`src/core/crps_pkg.sv`:
```
package crps_pkg;
    // ---------------------------------------------------------------
    // Command codes
    // ---------------------------------------------------------------
    localparam logic [7:0] CMD_CH_RESET = 8'h1a;
    localparam logic [7:0] CMD_REMAP = 8'h26;
    localparam logic [7:0] CMD_PRIO_A = 8'h27;
    localparam logic [7:0] CMD_PRIO_B = 8'h28;
    // ---------------------------------------------------------------
    // Layout and reset values
    // ---------------------------------------------------------------
    localparam int NCH = 4;
    localparam int MAPW = 2;
    localparam int PRIO_W = 3;
    localparam logic [7:0] REMAP_RST = 8'he4;
    localparam logic [7:0] PRIO_RST = 8'h00;
    localparam logic [7:0] PRIO_MASK = 8'h77;
    localparam logic [2:0] PRIO_LOWEST = 3'h7;
    localparam logic [7:0] RD_ZERO = 8'h00;
    // ---------------------------------------------------------------
    // Serial shutdown timing
    // ---------------------------------------------------------------
    localparam int CLK_HZ = 25_000_000;
    localparam int SDN_BIT_NS = 1000;
    localparam int SDN_BIT_CYC = (SDN_BIT_NS * (CLK_HZ / 1_000_000)) / 1000;
    localparam int SDN_BITS = 3;
    // ---------------------------------------------------------------
    // Types
    // ---------------------------------------------------------------
    typedef struct packed {
        logic wr;
        logic rd;
        logic [7:0] cmd;
        logic [7:0] data;
    } crps_req_t;
    typedef struct packed {
        logic spare_hi;
        logic [2:0] upper;
        logic spare_lo;
        logic [2:0] lower;
    } crps_prio_pair_t;
    typedef enum logic [1:0] {
        RX_IDLE = 2'b00,
        RX_START = 2'b01,
        RX_DATA = 2'b10
    } crps_rx_state_t;
endpackage

```
`src/core/crps_channel_config.sv`:
```
// What this block does
// RULE1: Mapping resets to 1110,0100, each logical channel on its own number.
// RULE2: Two-bit field per logical channel; value k picks physical channel k+1.
// RULE3: Mapping write with duplicate physical codes is dropped whole.
// RULE4: Channel reset command leaves the mapping untouched.
// RULE5: Reset pin keeps mapping; only power-on restores the default.
// RULE6: Host wires only channels 1+2 and 3+4 as four-pair ports.
// RULE7: Host should run detection and classification after remapping.
// RULE8: Pair A priority byte: ch2 in 6:4, ch1 in 2:0, resets zero.
// RULE9: Pair B priority byte: ch4 in 6:4, ch3 in 2:0, resets zero.
// RULE10: Priorities act only while multibit priority select is set.
// RULE11: Each channel's priority decides its shutdown on a received code.
// RULE12: A code meeting a channel's priority removes that channel's power.
// RULE13: Priority shutdown clears the same state bits as a reset command.
// RULE14: Priority shutdown never cancels a running fault cool-down timer.
// RULE15: Mapping moves channels only inside their group of four.
// RULE16: Mapping write ignored unless all group channels are off.
// RULE17: Code above a channel's priority leaves it alone; 111 takes any.
`timescale 1ns/1ps
`default_nettype none
module crps_channel_config #(
    parameter int BIT_CYC = crps_pkg::SDN_BIT_CYC
) (
    // Clock and resets
    input wire logic i_sys_clk,
    input wire logic i_rstn,
    input wire logic i_porn,
    // Command port from the serial front end
    input wire crps_pkg::crps_req_t i_req,
    output logic [7:0] o_rdata,
    // Channel status and mode select
    input wire logic [crps_pkg::NCH-1:0] i_chan_off,
    input wire logic i_multibit_priority_select,
    // Fast shutdown pin
    input wire logic i_serial_shutdown_input,
    // Mapping and per physical channel actions
    output logic [7:0] o_map,
    output logic [crps_pkg::NCH-1:0] o_power_off,
    output logic [crps_pkg::NCH-1:0] o_state_clear,
    output logic [crps_pkg::NCH-1:0] o_cooldown_cancel
);
    localparam int CW = $clog2(BIT_CYC + 1);
    localparam logic [CW-1:0] FULL_M1 = CW'(BIT_CYC - 1);
    localparam logic [CW-1:0] HALF_M1 = CW'((BIT_CYC / 2) - 1);
    localparam logic [1:0] LAST_BIT = 2'(crps_pkg::SDN_BITS - 1);

    // ---------------------------------------------------------------
    // Decoding helpers
    // ---------------------------------------------------------------
    function automatic logic map_has_dup(input logic [7:0] m);
        logic dup;
        dup = 1'b0;
        for (int i = 0; i < crps_pkg::NCH; i++) begin
            for (int j = i + 1; j < crps_pkg::NCH; j++) begin
                if (m[i*crps_pkg::MAPW +: crps_pkg::MAPW] ==
                    m[j*crps_pkg::MAPW +: crps_pkg::MAPW]) begin
                    dup = 1'b1;
                end
            end
        end
        return dup;
    endfunction

    // Logical vector to physical vector through the map
    function automatic logic [crps_pkg::NCH-1:0] to_phys(
        input logic [crps_pkg::NCH-1:0] lv, input logic [7:0] m);
        logic [crps_pkg::NCH-1:0] pv;
        pv = '0;
        for (int n = 0; n < crps_pkg::NCH; n++) begin
            if (lv[n]) begin
                pv[m[n*crps_pkg::MAPW +: crps_pkg::MAPW]] = 1'b1;
            end
        end
        return pv;
    endfunction

    // ---------------------------------------------------------------
    // Register decode
    // ---------------------------------------------------------------
    crps_pkg::crps_prio_pair_t prio_a_q, prio_b_q;
    logic [7:0] map_q;
    wire wr_remap = i_req.wr && (i_req.cmd == crps_pkg::CMD_REMAP);
    wire wr_prio_a = i_req.wr && (i_req.cmd == crps_pkg::CMD_PRIO_A);
    wire wr_prio_b = i_req.wr && (i_req.cmd == crps_pkg::CMD_PRIO_B);
    wire wr_ch_rst = i_req.wr && (i_req.cmd == crps_pkg::CMD_CH_RESET);
    wire group_off = &i_chan_off;
    wire map_dup = map_has_dup(i_req.data);
    wire map_take = wr_remap && group_off && !map_dup; // RULE3 RULE16

    // Mapping sits on power-on reset only, so the reset pin spares it
    always_ff @(posedge i_sys_clk or negedge i_porn) begin
        if (!i_porn) begin
            map_q <= crps_pkg::REMAP_RST; // RULE1 RULE5
        end else if (map_take) begin
            map_q <= i_req.data; // RULE2 RULE15
        end
    end
    assign o_map = map_q;

    always_ff @(posedge i_sys_clk or negedge i_rstn) begin
        if (!i_rstn) begin
            prio_a_q <= crps_pkg::PRIO_RST; // RULE8
            prio_b_q <= crps_pkg::PRIO_RST; // RULE9
        end else begin
            if (wr_prio_a) begin
                prio_a_q <= i_req.data & crps_pkg::PRIO_MASK; // RULE8
            end
            if (wr_prio_b) begin
                prio_b_q <= i_req.data & crps_pkg::PRIO_MASK; // RULE9
            end
        end
    end

    // ---------------------------------------------------------------
    // Read back
    // ---------------------------------------------------------------
    logic [7:0] rd_sel;
    assign rd_sel = (i_req.cmd == crps_pkg::CMD_REMAP) ? map_q :
                    (i_req.cmd == crps_pkg::CMD_PRIO_A) ? prio_a_q :
                    (i_req.cmd == crps_pkg::CMD_PRIO_B) ? prio_b_q :
                    crps_pkg::RD_ZERO;

    always_ff @(posedge i_sys_clk or negedge i_rstn) begin
        if (!i_rstn) begin
            o_rdata <= crps_pkg::RD_ZERO;
        end else if (i_req.rd) begin
            o_rdata <= rd_sel;
        end
    end

    // ---------------------------------------------------------------
    // Shutdown pin synchroniser and receiver
    // ---------------------------------------------------------------
    // Frame: high start bit, then three code bits, most significant first
    logic sync1_q, sync2_q;
    always_ff @(posedge i_sys_clk or negedge i_rstn) begin
        if (!i_rstn) begin
            sync1_q <= 1'b0;
            sync2_q <= 1'b0;
        end else begin
            sync1_q <= i_serial_shutdown_input;
            sync2_q <= sync1_q;
        end
    end

    crps_pkg::crps_rx_state_t rx_q, rx_d;
    logic [CW-1:0] tick_q, tick_d;
    logic [1:0] nbit_q, nbit_d;
    logic [2:0] shift_q, shift_d;
    logic code_vld_d;
    wire tick_zero = (tick_q == '0);

    always_comb begin
        rx_d = rx_q;
        tick_d = tick_zero ? tick_q : tick_q - 1'b1;
        nbit_d = nbit_q;
        shift_d = shift_q;
        code_vld_d = 1'b0;
        case (rx_q)
            crps_pkg::RX_IDLE: begin
                if (sync2_q) begin
                    rx_d = crps_pkg::RX_START;
                    tick_d = HALF_M1;
                end
            end
            crps_pkg::RX_START: begin
                // Mid-bit recheck rejects short glitches on the pin
                if (tick_zero) begin
                    rx_d = sync2_q ? crps_pkg::RX_DATA : crps_pkg::RX_IDLE;
                    tick_d = FULL_M1;
                    nbit_d = 2'h0;
                end
            end
            crps_pkg::RX_DATA: begin
                if (tick_zero) begin
                    shift_d = {shift_q[1:0], sync2_q};
                    tick_d = FULL_M1;
                    nbit_d = nbit_q + 2'h1;
                    if (nbit_q == LAST_BIT) begin
                        code_vld_d = 1'b1;
                        rx_d = crps_pkg::RX_IDLE;
                    end
                end
            end
            default: begin
                rx_d = crps_pkg::RX_IDLE;
            end
        endcase
    end

    logic code_vld_q;
    always_ff @(posedge i_sys_clk or negedge i_rstn) begin
        if (!i_rstn) begin
            rx_q <= crps_pkg::RX_IDLE;
            tick_q <= '0;
            nbit_q <= 2'h0;
            shift_q <= 3'h0;
            code_vld_q <= 1'b0;
        end else begin
            rx_q <= rx_d;
            tick_q <= tick_d;
            nbit_q <= nbit_d;
            shift_q <= shift_d;
            code_vld_q <= code_vld_d;
        end
    end

    // ---------------------------------------------------------------
    // Priority compare
    // ---------------------------------------------------------------
    logic [crps_pkg::NCH-1:0][2:0] prio;
    assign prio = {prio_b_q.upper, prio_b_q.lower,
                   prio_a_q.upper, prio_a_q.lower};

    logic [crps_pkg::NCH-1:0] hit_log;
    genvar g;
    generate
        for (g = 0; g < crps_pkg::NCH; g++) begin : g_cmp
            // Larger code spares the channel; 111 answers to any code
            assign hit_log[g] = code_vld_q && i_multibit_priority_select &&
                                (shift_q <= prio[g]); // RULE10 RULE11 RULE17
        end
    endgenerate

    wire [crps_pkg::NCH-1:0] rst_log = wr_ch_rst ?
        i_req.data[crps_pkg::NCH-1:0] : '0;
    wire [crps_pkg::NCH-1:0] hit_phys = to_phys(hit_log, map_q);
    wire [crps_pkg::NCH-1:0] rst_phys = to_phys(rst_log, map_q);

    // ---------------------------------------------------------------
    // Channel actions
    // ---------------------------------------------------------------
    // Shutdown leaves cool-down alone; only the reset command cancels it
    always_ff @(posedge i_sys_clk or negedge i_rstn) begin
        if (!i_rstn) begin
            o_power_off <= '0;
            o_state_clear <= '0;
            o_cooldown_cancel <= '0;
        end else begin
            o_power_off <= hit_phys; // RULE12
            o_state_clear <= hit_phys | rst_phys; // RULE13
            o_cooldown_cancel <= rst_phys; // RULE14 RULE4
        end
    end

    wire [crps_pkg::NCH-1:0] p7_log;
    generate
        for (g = 0; g < crps_pkg::NCH; g++) begin : g_p7
            assign p7_log[g] = (prio[g] == crps_pkg::PRIO_LOWEST);
        end
    endgenerate
    wire [crps_pkg::NCH-1:0] p7_phys = to_phys(p7_log, map_q);
endmodule // crps_channel_config
`default_nettype wire

```
`config.mk`:
```
export PLATFORM = sky130hd
export DESIGN_NAME = crps_channel_config
export DESIGN_NICKNAME = d
export VERILOG_FILES = /design/src/core/crps_pkg.sv /design/src/core/crps_channel_config.sv
export SDC_FILE = /design/constraint.sdc
export NUM_CORES = 1
export LEC_CHECK = 0
export ABC_AREA = 1
export BUFFER_PORTS_ARGS = -buffer_cell sky130_fd_sc_hd__buf_2
export CORE_ASPECT_RATIO = 1.1
export CORE_MARGIN = 2
export CORE_UTILIZATION = 48
export DETAILED_ROUTE_END_ITERATION = 8
export PLACE_DENSITY = 0.69
export SYNTH_ARGS = -nofsm -noshare
export SYNTH_HDL_FRONTEND = slang
export SYNTH_SLANG_ARGS = --single-unit
```
`constraint.sdc`:
```
create_clock -name i_sys_clk -period 4.37 [get_ports i_sys_clk]
set_input_delay 1.311 -clock i_sys_clk [delete_from_list [all_inputs] [get_ports i_sys_clk]]
set_output_delay 1.311 -clock i_sys_clk [all_outputs]
set_load 0.02 [all_outputs]
```
==> Word-level counts from Yosys, hierarchy flattened <==
Index checks and enable logic that the tools add are counted.
{ "word_totals": {"word_cells": 120, "out_inout_bits": 28, "ff_bits": 55, "inputBits": 27} }
{ "op_classes": {"bitwise_logic": 7, "eq_ne": 17, "n_lt_le_gt_ge": 12, "reduce_logical": 24, "addsub": 2, "n_mux": 42} }
{ "ops": {"columns": ["cell", "n"], "rows": [
  ["$mux W4", 9],
  ["$or A4 B4 Y4", 7],
  ["$eq A8 B6 Y1 const B", 3],
  ["$logic_and A1 B1 Y1", 15],
  ["$mux W5", 3],
  ["$mux W2", 7],
  ["$mux W7", 2],
  ["$mux W1", 13],
  ["$eq A2 B2 Y1", 6],
  ["$le A3 B3 Y1", 4],
  ["$lt A2 B3 Y1 const B", 4],
  ["$pmux W5 S2", 1],
  ["$demux W1 S2", 4],
  ["$eq A8 B5 Y1 const B", 1],
  ["$ge A2 B1 Y1 const B", 4],
  ["$mux W8", 1],
  ["$ne A2 B2 Y1 const B", 4],
  ["$reduce_and A4 Y1", 2],
  ["$pmux W2 S3", 1],
  ["$logic_not A5 Y1", 1],
  ["$sub A5 B1 Y5 const B", 1],
  ["$eq A2 B2 Y1 const B", 2],
  ["$pmux W2 S2", 1],
  ["$reduce_and A3 Y1", 1],
  ["7 further kinds", 7]
]} }

==> Logic depth before layout (Yosys ltp) <==
{ "depth": {"word_depth": 12, "ltp_mapped": 10, "depth_no_buf": 10} }

==> Least setup slack after synthesis <==
Ideal clock, no wire load.
{ "synth_path": {"path_kind": "input -> register", "start": "in i_req[6] (netlist bit)", "end": "reg map_q[0] (netlist: o_map[0])", "setup_time_ns": 0.118, "setup_slack_ns": 2.135, "stages": 10, "arrival_ns": 2.117, "cell_sequence": "buf_2 > inv_1 > nand2_1 > nand2_1 > nand2_1 > nand2_1 > nor2_4 > nand2_4 > nand2_1 > nand2_1"} }
{ "synth_via": {"elab_chain_len": 7} }
{ "synth_rtl": {"columns": ["item", "line", "rtl"], "rows": [
  ["from (decl)", "crps_channel_config.sv:29", "input wire crps_pkg::crps_req_t i_req,"],
  ["$eq A2 B2 Y1", "crps_channel_config.sv:55", "if (m[i*crps_pkg::MAPW +: crps_pkg::MAPW] =="],
  ["$mux W1 (3 in a row)", "crps_channel_config.sv:55", null],
  ["$mux W1 (*)", "crps_channel_config.sv:55", null],
  ["$logic_not A1 Y1 (*)", "crps_channel_config.sv:88", "wire map_take = wr_remap && group_off && !map_dup;"],
  ["$logic_and A1 B1 Y1 (*)", "crps_channel_config.sv:88", null],
  ["to (signal assigned)", "crps_channel_config.sv:93", "map_q <= crps_pkg::REMAP_RST;"],
  ["to (signal assigned)", "crps_channel_config.sv:95", "map_q <= i_req.data;"],
  ["to (decl)", "crps_channel_config.sv:81", "logic [7:0] map_q;"]
]} }
Every way passes the cells marked *; elsewhere a longest branch is shown, timed or not.
A chain may end at the register's enable or synchronous reset.

==> Worst setup path in the final report <==
{ "layout_path": {"start": "reg map_q[6] (netlist: o_map[6])", "end": "out o_map[6]"} }
{ "layout_lines": {"columns": ["item", "line", "rtl"], "rows": [
  ["to (decl)", "crps_channel_config.sv:37", "output logic [7:0] o_map,"]
]} }
No word-level cell between the ends.

==> results.md <==
- Row count: 32
- VDD IR max: 0.133 mV
- Hold bufs inserted after CTS: 0
- Fmax: 0.410 GHz
- Slew Limit Fails: 0
- Synthesis Warnings: 0
- Largest net degree at the start of global routing: 48
- # Post-CTS Setup Buffers: 0
- Final setup violation count: 0
- Count of cell types in the netlist: 34
- Worst setup SP type: flop
- Status: completed
- Avg Cell Area, Syn: 7.38 um^2
- Clk sinks: 55
- Total GRT Usage: 22.4%
- Final net count: 576
- # IOs: 55
- Aggregate global routing overflow: 0
- Layout fillers: 679
- H-tree levels: 2
- Crit path DAT: 1.13 ns
- Area Growth Syn to Fin: 10.5%
- Ys async rst share: 100%
- Worst setup path category: reg -> out
- Top FF cell, synth: dfrtp_1
- Worst Tran Pin Value: 1.03 ns
- Crit-path cells: buf_2
- Worst skew pair latency: 0.32 ns
- Number of global-route vias before repair: 2980
- Root Buffer: clkbuf_8
- Routed wire length: 8520 um
- CP max-delay cell: dfstp_2
- Final period util: 55.8%
- Final Hold Viols: 0
- Worst-path maximum fanout: 7
- Number of antenna violations at the first check in global routing: 0
- Critical path's top delay family: flip-flops
- Worst-path clk slew: 0.11 ns
- Core Region: 7090 um^2
- CP Buf/Inv Count: 1
- Number of vias per cell: 5.16
- Chip height: 94.4 um
- Worst relative slew slack: 31.4%
- Post-Syn Area: 3560 um^2
- CTS tree: built
- Drt first-iter violations: 183
- Port Buf Inserts: 54
- Syn nets: 529
- Total Die Area: 8130 um^2
- Post-synth top cells: 125 x nand2_1, 67 x inv_1, 54 x nor2_1
- DRC viols: 0
- Clk_skew: 0.0122 ns
- Number of synthesized flops with an enable pin: 0
- TritonRoute pass-1 iters: 4
- Non-Filler Instances: 616
- Post-Place Cells: 608
- Crit end category: output pin
- Max stage delay on crit path: 0.62 ns
- Via Count: 3177
- Synth area leaders: dfrtp_1 36%, nand2_1 13%, inv_1 7.1%, ha_1 6.7%, nand3_1 6.5%
- Detailed Place HPWL: 6580 um
- Deepest clock path buffer count: 2
- LEAKAGE: 0.00229 uW
- Post-DRT Antenna Nets: 0
- First-pass GRT wire length: 14300 um
- Per-cell routed wire length: 13.8 um
- Tmin final: 2.44 ns
- Setup total negative slack: 0 ns
- Cts bufs inserted: 5
- Ant diodes: 0
- Initial Util: 50.3%
- Hold Path Class: reg -> reg
- Number of gates resized after CTS: 0
- Register bit total from synthesis: 55
- Power density cells: 318 nW/um^2
- GP Congestion: 0.895
- Yosys top cell area share: 35.8%
- Most frequent cell after synthesis: nand2_1
- CP Data Required Time: 3.06 ns
- # Max-Cap Violations: 0
- Biggest area consumer among synthesized cells: dfrtp_1
- Proportion of layout cells with a drive suffix above 1: 16.9%
- Die width: 86.2 um
- Post-Syn Instances: 483
- RSZ-0062 raised after global routing: no
- Seq/Total Area, Yosys: 38.8%
flip-flops by register name (all words and copies together) (netlist names):
register	flops
code_vld_q	1
nbit_q	2
o_cooldown_cancel	4
o_map	8
o_power_off	4
o_rdata	8
o_state_clear	4
prio	12
rx_q	2
shift_q	3
sync1_q	1
sync2_q	1
tick_q	5
logic make-up after synthesis:
family,synth area share [%]
buf+inv,10.2
simple gates,34.9
xor+xnor,3.19
compound gates,6.21
fa+ha+maj,6.67
flops,38.8
layout make-up:
type                       count  area [um^2]  area share (%)
sequential                    55         1380            35.1
tap                           85          106            2.70
multi-input combinational    341         1820            46.2
inverter                      73          274            6.96
timing repair buffer          54          270            6.86
clock buffer                   5         68.8            1.75
clock inverter                 3         20.0           0.508
placed cells by master, fill, tap and decap left out, types with 5 or more instances in the layout:
cell type and count:
inv_2 5, buf_2 54, nand4_1 20, clkbuf_8 5, o21ai_0 11, xnor2_1 12, nand3_1 46, inv_1 67
nor2_1 54, dfrtp_1 51, o21ai_1 16, a21oi_1 5, nand2_1 125, nor2_4 5, ha_1 19
per-layer routing:
metal	wire length [um]	global-route usage (%)
met5	0	0
met1	3920	30.7
met3	452	3.15
met4	145	7.80
met2	4000	36.4
final timing paths:
check / start / to / slack (ns) / depth (start not counted)
max in group asynchronous: i_rstn / o_cooldown_cancel[1] / 2.57 / 1
min in group asynchronous: i_porn / o_map[1] / 0.82 / 1
min: sync1_q / sync2_q / 0.34 / 0
max reg2reg: tick_q[0] / tick_q[0] / 2.71 / 6
min reg2reg: sync1_q / sync2_q / 0.34 / 0
max: o_map[6] / o_map[6] / 1.93 / 1
power by group:
group	internal (uW)	switching, uW	leakage (uW)
clock network	112	172	0.0000402
logic	145	238	0.00155
registers	556	30.3	0.000699
per-stage QoR:
step | util, % | instance area, um^2 | setup WS, ns | hold slack (ns) | total power, uW
floorplan | - | 3560 | 2.14 | 0.331 | 880
global route | 55.6 | 3940 | 1.83 | 0.365 | 1350
detailed placement | 54.3 | 3850 | 1.69 | 0.336 | 983
finish | 55.6 | 3940 | 1.93 | 0.341 | 1250
CTS | 55.6 | 3940 | 1.92 | 0.352 | 1270
global placement | 54.3 | 3850 | 1.76 | 0.334 | 966
(Power assumes the default switching activity.)
